===== config.mk =====
export PLATFORM = sky130hd
export DESIGN_NAME = pfs_sequencer
export DESIGN_NICKNAME = d
export VERILOG_FILES = /design/src/hdl/pfs_pkg.sv /design/src/hdl/pfs_sequencer.sv /design/src/hdl/pfs_blank_timer.sv
export SDC_FILE = /design/constraint.sdc
export NUM_CORES = 1
export LEC_CHECK = 0
export ABC_AREA = 0
export BUFFER_PORTS_ARGS = -buffer_cell sky130_fd_sc_hd__buf_4
export CORE_MARGIN = 4
export CORE_UTILIZATION = 45
export CTS_CLUSTER_DIAMETER = 50
export DETAILED_ROUTE_END_ITERATION = 10
export SYNTH_ARGS = -nofsm -noshare
export SYNTH_HDL_FRONTEND = slang
export SYNTH_HIERARCHICAL = 1
export SYNTH_SLANG_ARGS = --single-unit
export TNS_END_PERCENT = 100

===== constraint.sdc =====
create_clock -name sys_clk_in -period 2.33 [get_ports sys_clk_in]
set_input_delay 0.466 -clock sys_clk_in [delete_from_list [all_inputs] [get_ports sys_clk_in]]
set_output_delay 0.466 -clock sys_clk_in [all_outputs]
set_load 0.005 [all_outputs]

===== src/hdl/pfs_pkg.sv =====
package pfs_pkg;

    // Cycle time of the sampling clock in picoseconds.
    localparam int unsigned CLK_PERIOD_PS     = 4000;

    // Fast-trip deglitch interval, in nanoseconds.
    localparam int unsigned DEGLITCH_TIME_NS  = 30000;
    // Least time, so the division rounds up.
    localparam int unsigned DEGLITCH_CYCLES   =
        (DEGLITCH_TIME_NS * 1000 + CLK_PERIOD_PS - 1) / CLK_PERIOD_PS;

    // Default retry delay and blanking interval, in cycles.
    localparam int unsigned RETRY_CYCLES_DEF  = 65536;
    localparam int unsigned BLANK_CYCLES_DEF  = 8192;

    // Width of the shared down counters.
    localparam int unsigned CNT_W             = 20;

    // Level of the fault indicator after reset: released.
    localparam logic        FAULT_N_RESET     = 1'b1;

    // Top-level sequencing states.
    typedef enum logic [2:0] {
        PFS_ST_OFF,
        PFS_ST_ON,
        PFS_ST_TRIP_WAIT,
        PFS_ST_HOT,
        PFS_ST_RETRY,
        PFS_ST_LATCHED
    } pfs_state_e;

endpackage


===== src/hdl/pfs_sequencer.sv =====
`timescale 1ns/1ps
module pfs_sequencer
    import pfs_pkg::*;
#(
    parameter bit          AUTO_RETRY   = 1'b1,
    parameter int unsigned RETRY_CYCLES = RETRY_CYCLES_DEF,
    parameter int unsigned BLANK_CYCLES = BLANK_CYCLES_DEF
) (
    input  wire logic sys_clk_in,
    input  wire logic sys_rst_in,
    input  wire logic supply_present_in,
    input  wire logic supply_undervoltage_protect_in,
    input  wire logic enable_shutdown_in,
    input  wire logic undervoltage_lockout_in,
    input  wire logic over_thermal_threshold_in,
    input  wire logic below_hysteresis_in,
    input  wire logic overcurrent_in,
    input  wire logic fast_trip_in,
    input  wire logic ilm_pin_short_in,
    output logic      pass_on_out,
    output logic      current_limit_out,
    output logic      fault_latched_out,
    output logic      fault_indicator_n_out
);

    localparam logic [CNT_W-1:0] DEGLITCH_LOAD = CNT_W'(DEGLITCH_CYCLES - 1);
    localparam logic [CNT_W-1:0] RETRY_LOAD    = CNT_W'(RETRY_CYCLES - 1);

    typedef struct packed {
        pfs_state_e       state;
        logic [CNT_W-1:0] cnt;
        logic             pass_on;
        logic             climit;
        logic             latched;
        logic             fault_n;
    } pfs_seq_s;

    pfs_seq_s st_reg;
    pfs_seq_s st_next;
    logic     blank_expired;
    logic     clear_req;
    logic     run_ok;

    // Blanking also qualifies the pin-short detection, as for overcurrent.
    pfs_blank_timer #(
        .BLANK_CYCLES (BLANK_CYCLES)
    ) u_blank (
        .sys_clk_in     (sys_clk_in),
        .sys_rst_in     (sys_rst_in),
        .overcurrent_in (overcurrent_in | ilm_pin_short_in),
        .expired_out    (blank_expired)
    );

    // Only a full supply loss or enable below the shutdown threshold clears;
    // the shallow undervoltage level is not a clear.
    assign clear_req = !supply_present_in || enable_shutdown_in;
    assign run_ok    = supply_present_in && !supply_undervoltage_protect_in
                       && !enable_shutdown_in && !undervoltage_lockout_in;

    // Next-state logic for the whole sequencer.
    always_comb begin
        st_next = st_reg;
        case (st_reg.state)
            PFS_ST_OFF: begin
                st_next.pass_on = 1'b0;
                st_next.climit  = 1'b0;
                st_next.fault_n = 1'b1;
                if (run_ok && !over_thermal_threshold_in) begin
                    st_next.state   = PFS_ST_ON;
                    st_next.pass_on = 1'b1;
                end
            end
            PFS_ST_ON: begin
                st_next.climit  = overcurrent_in && blank_expired;
                st_next.fault_n = !(overcurrent_in && blank_expired);
                if (over_thermal_threshold_in) begin
                    st_next.state   = PFS_ST_HOT;
                    st_next.pass_on = 1'b0;
                    st_next.climit  = 1'b0;
                    st_next.latched = 1'b1;
                    st_next.fault_n = 1'b0;
                end else if (ilm_pin_short_in && blank_expired) begin
                    st_next.state   = PFS_ST_LATCHED;
                    st_next.pass_on = 1'b0;
                    st_next.climit  = 1'b0;
                    st_next.latched = 1'b1;
                    st_next.fault_n = 1'b0;
                end else if (fast_trip_in) begin
                    st_next.state   = PFS_ST_TRIP_WAIT;
                    st_next.pass_on = 1'b0;
                    st_next.fault_n = 1'b1;
                    st_next.cnt     = DEGLITCH_LOAD;
                end else if (!run_ok) begin
                    st_next.state   = PFS_ST_OFF;
                    st_next.pass_on = 1'b0;
                    st_next.climit  = 1'b0;
                    st_next.fault_n = 1'b1;
                end
            end
            PFS_ST_TRIP_WAIT: begin
                // Output short is not latched; recovery is current limited.
                if (!run_ok || over_thermal_threshold_in) begin
                    st_next.state = PFS_ST_OFF;
                end else if (st_reg.cnt == '0) begin
                    st_next.state   = PFS_ST_ON;
                    st_next.pass_on = 1'b1;
                    st_next.climit  = 1'b1;
                end else begin
                    st_next.cnt = st_reg.cnt - 1'b1;
                end
            end
            PFS_ST_HOT: begin
                // Cooling first; the clear path cannot bypass the hysteresis.
                if (below_hysteresis_in && !over_thermal_threshold_in) begin
                    if (AUTO_RETRY) begin
                        st_next.state = PFS_ST_RETRY;
                        st_next.cnt   = RETRY_LOAD;
                    end else begin
                        st_next.state = PFS_ST_LATCHED;
                    end
                end
            end
            PFS_ST_RETRY: begin
                if (over_thermal_threshold_in) begin
                    st_next.state = PFS_ST_HOT;
                end else if (clear_req) begin
                    st_next.state   = PFS_ST_OFF;
                    st_next.latched = 1'b0;
                    st_next.fault_n = 1'b1;
                    st_next.cnt     = RETRY_LOAD;
                end else if (st_reg.cnt == '0) begin
                    st_next.state   = PFS_ST_OFF;
                    st_next.latched = 1'b0;
                    st_next.fault_n = 1'b1;
                end else begin
                    st_next.cnt = st_reg.cnt - 1'b1;
                end
            end
            PFS_ST_LATCHED: begin
                if (clear_req && !over_thermal_threshold_in) begin
                    st_next.state   = PFS_ST_OFF;
                    st_next.latched = 1'b0;
                    st_next.fault_n = 1'b1;
                end
            end
            default: begin
                st_next.state = PFS_ST_OFF;
            end
        endcase
    end

    // All state registers; reset leaves the switch off and the fault released.
    always_ff @(posedge sys_clk_in) begin
        if (sys_rst_in) begin
            st_reg <= '{state: PFS_ST_OFF, cnt: '0, pass_on: 1'b0,
                        climit: 1'b0, latched: 1'b0,
                        fault_n: FAULT_N_RESET};
        end else begin
            st_reg <= st_next;
        end
    end

    assign pass_on_out           = st_reg.pass_on;
    assign current_limit_out     = st_reg.climit;
    assign fault_latched_out     = st_reg.latched;
    assign fault_indicator_n_out = st_reg.fault_n;

    // Hot die always turns the pass element off on the next edge.
    property p_thermal_off;
        @(posedge sys_clk_in) disable iff (sys_rst_in)
        over_thermal_threshold_in |=> !pass_on_out;
    endproperty
    a_thermal_off: assert property (p_thermal_off)
        else $error("pass element on after thermal trip");

    // Not cooled past hysteresis means still off.
    property p_hot_hold;
        @(posedge sys_clk_in) disable iff (sys_rst_in)
        (st_reg.state == PFS_ST_HOT && !below_hysteresis_in)
            |=> st_reg.state == PFS_ST_HOT && !pass_on_out;
    endproperty
    a_hot_hold: assert property (p_hot_hold)
        else $error("left thermal hold before cooling");

    // Latched state persists without a clear request.
    property p_latch_hold;
        @(posedge sys_clk_in) disable iff (sys_rst_in)
        (st_reg.state == PFS_ST_LATCHED && !clear_req)
            |=> st_reg.state == PFS_ST_LATCHED && !pass_on_out;
    endproperty
    a_latch_hold: assert property (p_latch_hold)
        else $error("latched fault released without clear");

    // Latched fault shows as indicator low.
    property p_fault_low;
        @(posedge sys_clk_in) disable iff (sys_rst_in)
        fault_latched_out |-> !fault_indicator_n_out;
    endproperty
    a_fault_low: assert property (p_fault_low)
        else $error("latched fault with indicator high");

    // Clear from latched releases the indicator next cycle.
    property p_clear;
        @(posedge sys_clk_in) disable iff (sys_rst_in)
        (st_reg.state == PFS_ST_LATCHED && clear_req
            && !over_thermal_threshold_in)
            |=> fault_indicator_n_out && !fault_latched_out;
    endproperty
    a_clear: assert property (p_clear)
        else $error("clear did not release fault");

    // Retry expiry returns to off with the fault released.
    property p_retry;
        @(posedge sys_clk_in) disable iff (sys_rst_in)
        (st_reg.state == PFS_ST_RETRY && st_reg.cnt == '0 && !clear_req
            && !over_thermal_threshold_in)
            |=> st_reg.state == PFS_ST_OFF && fault_indicator_n_out;
    endproperty
    a_retry: assert property (p_retry)
        else $error("retry expiry did not restart");

    // Fast trip turns off and keeps the indicator high.
    property p_fast_trip;
        @(posedge sys_clk_in) disable iff (sys_rst_in)
        (st_reg.state == PFS_ST_ON && fast_trip_in && !ilm_pin_short_in
            && !over_thermal_threshold_in)
            |=> !pass_on_out && fault_indicator_n_out && !fault_latched_out;
    endproperty
    a_fast_trip: assert property (p_fast_trip)
        else $error("fast trip handled wrongly");

    // Overcurrent before blanking expiry never limits.
    property p_no_early_limit;
        @(posedge sys_clk_in) disable iff (sys_rst_in)
        (st_reg.state == PFS_ST_ON && !blank_expired && !fast_trip_in)
            |=> !current_limit_out;
    endproperty
    a_no_early_limit: assert property (p_no_early_limit)
        else $error("current limit before blanking expiry");

    // Retry countdown keeps the switch off and steps once per cycle.
    property p_retry_wait;
        @(posedge sys_clk_in) disable iff (sys_rst_in)
        (st_reg.state == PFS_ST_RETRY && st_reg.cnt != '0 && !clear_req
            && !over_thermal_threshold_in)
            |=> st_reg.state == PFS_ST_RETRY && !pass_on_out
                && st_reg.cnt == $past(st_reg.cnt) - 1'b1;
    endproperty
    a_retry_wait: assert property (p_retry_wait)
        else $error("retry delay not counted while off");

    // A clear during the retry wait drops the fault and reloads the timer.
    property p_retry_clear;
        @(posedge sys_clk_in) disable iff (sys_rst_in)
        (st_reg.state == PFS_ST_RETRY && clear_req
            && !over_thermal_threshold_in)
            |=> st_reg.state == PFS_ST_OFF && !fault_latched_out
                && fault_indicator_n_out && st_reg.cnt == RETRY_LOAD;
    endproperty
    a_retry_clear: assert property (p_retry_clear)
        else $error("clear during retry wait ignored");

    // A shallow enable dip never releases a held fault or the switch.
    property p_undervoltage_lockout_ignored;
        @(posedge sys_clk_in) disable iff (sys_rst_in)
        (fault_latched_out && undervoltage_lockout_in && !clear_req)
            |=> !pass_on_out
                && (fault_latched_out || st_reg.state == PFS_ST_OFF);
    endproperty
    a_undervoltage_lockout_ignored: assert property (p_undervoltage_lockout_ignored)
        else $error("held fault released by enable dip");

    // Cooling past the hysteresis leaves the thermal hold, still off.
    property p_cool_exit;
        @(posedge sys_clk_in) disable iff (sys_rst_in)
        (st_reg.state == PFS_ST_HOT && below_hysteresis_in
            && !over_thermal_threshold_in)
            |=> st_reg.state == (AUTO_RETRY ? PFS_ST_RETRY : PFS_ST_LATCHED)
                && !pass_on_out;
    endproperty
    a_cool_exit: assert property (p_cool_exit)
        else $error("wrong exit from thermal hold");

    // A shorted limit pin past blanking latches off with the fault low.
    property p_pin_short;
        @(posedge sys_clk_in) disable iff (sys_rst_in)
        (st_reg.state == PFS_ST_ON && ilm_pin_short_in && blank_expired
            && !over_thermal_threshold_in)
            |=> st_reg.state == PFS_ST_LATCHED && !pass_on_out
                && fault_latched_out && !fault_indicator_n_out;
    endproperty
    a_pin_short: assert property (p_pin_short)
        else $error("pin short not latched off");

    // Persistent overcurrent limits and lowers the fault, unlatched.
    property p_limit_fault;
        @(posedge sys_clk_in) disable iff (sys_rst_in)
        (st_reg.state == PFS_ST_ON && run_ok && overcurrent_in
            && blank_expired && !ilm_pin_short_in && !fast_trip_in
            && !over_thermal_threshold_in)
            |=> current_limit_out && !fault_indicator_n_out
                && !fault_latched_out;
    endproperty
    a_limit_fault: assert property (p_limit_fault)
        else $error("persistent overcurrent not limited");

    // Deglitch end turns the switch back on under current limiting.
    property p_deglitch;
        @(posedge sys_clk_in) disable iff (sys_rst_in)
        (st_reg.state == PFS_ST_TRIP_WAIT && st_reg.cnt == '0 && run_ok
            && !over_thermal_threshold_in)
            |=> st_reg.state == PFS_ST_ON && pass_on_out
                && current_limit_out;
    endproperty
    a_deglitch: assert property (p_deglitch)
        else $error("no limited turn-on after deglitch");

endmodule


===== src/hdl/pfs_blank_timer.sv =====
`timescale 1ns/1ps
// Overcurrent blanking timer: counts down while overcurrent persists and
// reloads to the full interval as soon as it goes away.
module pfs_blank_timer
    import pfs_pkg::*;
#(
    parameter int unsigned BLANK_CYCLES = BLANK_CYCLES_DEF
) (
    input  wire logic sys_clk_in,
    input  wire logic sys_rst_in,
    input  wire logic overcurrent_in,
    output logic      expired_out
);

    typedef struct packed {
        logic [CNT_W-1:0] cnt;
        logic             expired;
    } pfs_bt_s;

    pfs_bt_s st_reg;
    pfs_bt_s st_next;

    // A short transient restarts the full interval so every event gets it.
    always_comb begin
        st_next = st_reg;
        if (!overcurrent_in) begin
            st_next.cnt     = CNT_W'(BLANK_CYCLES - 1);
            st_next.expired = 1'b0;
        end else if (st_reg.cnt == '0) begin
            st_next.expired = 1'b1;
        end else begin
            st_next.cnt = st_reg.cnt - 1'b1;
        end
    end

    always_ff @(posedge sys_clk_in) begin
        if (sys_rst_in) begin
            st_reg <= '{cnt: CNT_W'(BLANK_CYCLES - 1), expired: 1'b0};
        end else begin
            st_reg <= st_next;
        end
    end

    assign expired_out = st_reg.expired;

endmodule


==> metrics <==
Pwr Density=roughly 700 nW/um^2; register area share after synthesis=31.0%; most instantiated flip-flop cell in the synthesis netlist=dfxtp_1; synthesized area per cell=approximately 8.2 sq um; clock-pin slew on the worst setup and hold paths=0.10 ns; post-layout instance area=3580 sq um; Final period util=93.5%; FMAX=0.459 GHz; floorplan core area=6530 sq um; area of the die=8280 sq um; first-pass iteration count of the detailed router=4; weighted congestion at the end of routability-driven global placement=0.904; kind of capture point of the worst setup path=flip-flop; die height=91.0 um; critical path launch point type=flip-flop; Synth Register Bits=48; Crit path largest cell delay=0.51 ns; Max Clock Skew=0.0183 ns; maximum number of pins on one net before global-route repair=28; most utilized layer in the global route result=met2; Netlist cell types=66; final cell utilization of the core=54.8%; RSZ-0062 raised after global routing=no; arrival time reported for the critical path endpoint=between 2 and 2.5 ns; netlist area before placement=3100 sq um; final setup violation count=0; # IOs=15; routed wirelength normalized by instance count=16.3 um; worst-path cell chain=nor4_2 -> nand4_1 -> o31ai_1 -> nor2_1 -> o32ai_1; global router's overall resource usage=19.7%; Congestion Overflow GR=0; share of layout cells above drive strength 1=18.5%; count of port buffers added during placement=14; WS Path Type=flip-flop to flip-flop; Initial Util=a little under half; Synth Instances=377; DP HPWL=5820 um; highest-delay cell along the critical path=o31ai_1; result of the run=finished clean; number of nets in the layout=424; P&R area growth vs syn=15.5%; Synth async-reset ratio=0%; maximum level of the CTS H-tree=2; CP Max Fanout=6; Max Root-Sink Buffers=2; vias in the first global route=2787; maxcap violations=0; initial antenna violation count=0; CTS Hold Buffers Added=0; Top delay family on crit path=simple AND/OR/NAND/NOR gates; Pins Over Slew Limit=0; slew of the pin with the lowest slew margin=1.00 ns; accumulated negative setup slack=0 ns; Lkg Pwr=1.26 nW; worst endpoint required time=2.55 ns; number of buffer and inverter instances along the worst setup path=0; width of the die=91.0 um; met2 layer usage reported by global route=a little under a third; number of warnings printed during yosys synthesis=6; initial DRC count=161; post-detailed-routing wire length=between 7000 and 8000 um; number of vias after detailed routing=between 3000 and 4000; CTS root buf=clkbuf_8; number of flip-flops under the largest register name=23; wire length of the first global-routing pass=13500 um; Inst Count DP=around 480; Min Clock Period, post-route=roughly 2.2 ns; Power Total=2.46 mW; DRC violation count after routing=0; number of sinks handled by clock tree synthesis=between 40 and 50; TritonCTS clock tree=yes; Worst-Skew Late Latency=0.32 ns; met3 Resource Use GR=3.22%; worst setup slack after placement=0.0277 ns; Worst Hold Slack=0.455 ns; vias per std cell=6.24; number of enable-type register cells in the synthesized netlist=0; cts bufs inserted=5; worst-case vdd ir drop=0.382 mV; nets in the synthesized netlist=392; placed cell area=3440 sq um; worst rel slew slack=between 30% and 40%; Final Non-Filler Cells=approximately 500; final critical-path setup slack=between 0.15 and 0.2 ns; global-route met1 utilization=26.3%; Min-Delay Path Class=input pin to flip-flop; hold violation total from the final report=0; remaining antenna violation count after routing=0; Diodes inserted=0; row count=29
kinds of logic after synthesis:
logic type | Yosys count | share of synthesized area (%)
compound gates | 126 | 29.6
fa+ha+maj | 4 | 1.61
buf+inv | 39 | 5.25
flops | 48 | 31.0
mux | 11 | 3.55
simple gates | 149 | 29.0
routing by layer:
layer / up-vias / share of wire [%]
met2: 91 / 47
li1: 1534 / -
met1: 1398 / 46
met3: 16 / 5.3
met5: - / 0
met4: 0 / 1.9
what timing repair did:
action / 4_1_cts / 5_1_grt
endpoints found under the setup margin: 0 / 1
gates resized for setup: 0 / 1
setup buffers: 0 / 0
report_power, final:
part,leakage (nW),internal (mW),switching (mW)
Combinational,0.807,0.355,0.462
Sequential,0.388,0.851,0.0390
Clock,0.0687,0.432,0.318
Total,1.26,1.64,0.819
final cells by class:
class	count	area (sq um)
sequential	48	961
clock inverter	3	68.8
fill	599	2950
multi-input combinational	290	1980
timing repair buffer	45	338
clock buffer	5	68.8
inverter	19	71.3
tap	77	96.3
cells in the mapped netlist, types with 7 or more instances:
cell type  count  area (sq um)
a211oi_1       9          67.6
buf_2         10          50.1
inv_1         18          67.6
clkbuf_1       8          30.0
nand2_1       15          56.3
o22ai_1        8          50.1
nor2_1        31           116
nand3_1       11          55.1
nor3_1        13          65.1
nor4_1         7          43.8
mux2i_1       11           110
a21oi_1       30           150
nand2b_1       9          56.3
and2_1         7          43.8
nand4_1        9          56.3
o21ai_0       18          90.1
or3_1         11          68.8
dfxtp_1       48           961
layout by cell type, fill, tap and decap left out, types with 3 or more instances in the layout:
| cell | instances |
|---|---|
| dfxtp_1 | 48 |
| buf_4 | 45 |
| nor2_1 | 31 |
| a21oi_1 | 30 |
| inv_1 | 18 |
| o21ai_0 | 18 |
| nand2_1 | 15 |
| nor3_1 | 13 |
| or3_1 | 11 |
| nand3_1 | 11 |
| mux2i_1 | 11 |
| nand4_1 | 9 |
| nand2b_1 | 9 |
| a211oi_1 | 9 |
| o22ai_1 | 8 |
| nor4_1 | 7 |
| and2_1 | 7 |
| o31ai_1 | 6 |
| o2bb2ai_1 | 6 |
| or4_1 | 5 |
| clkbuf_8 | 5 |
| a311oi_1 | 4 |
| o211ai_1 | 4 |
| nor2b_1 | 4 |
| ha_1 | 4 |
| or2_2 | 3 |
| or4_4 | 3 |
| o21a_1 | 3 |
| a41o_1 | 3 |
| a31oi_1 | 3 |
| o41ai_1 | 3 |
| a32o_1 | 3 |
| o32ai_1 | 3 |
| nor3_2 | 3 |
| a2111oi_2 | 3 |
tightest hold or removal path, delay by kind of cell:
kind | cells | cell delay [ns]
AOI/OAI and AO/OA | 2 | 0.14
buffers and inverters | 1 | 0.12
path summary, 6_finish.rpt:
path / depth (start not counted) / from / to / slack, ns
max: 5 / st_reg[8] / st_reg[24] / 0.15
min reg2reg: 2 / st_reg[7] / st_reg[7] / 0.48
min: 3 / overcurrent_in / current_limit_out / 0.45
max reg2reg: 5 / st_reg[8] / st_reg[24] / 0.15
Note: power is estimated with default switching activity, not from simulation.
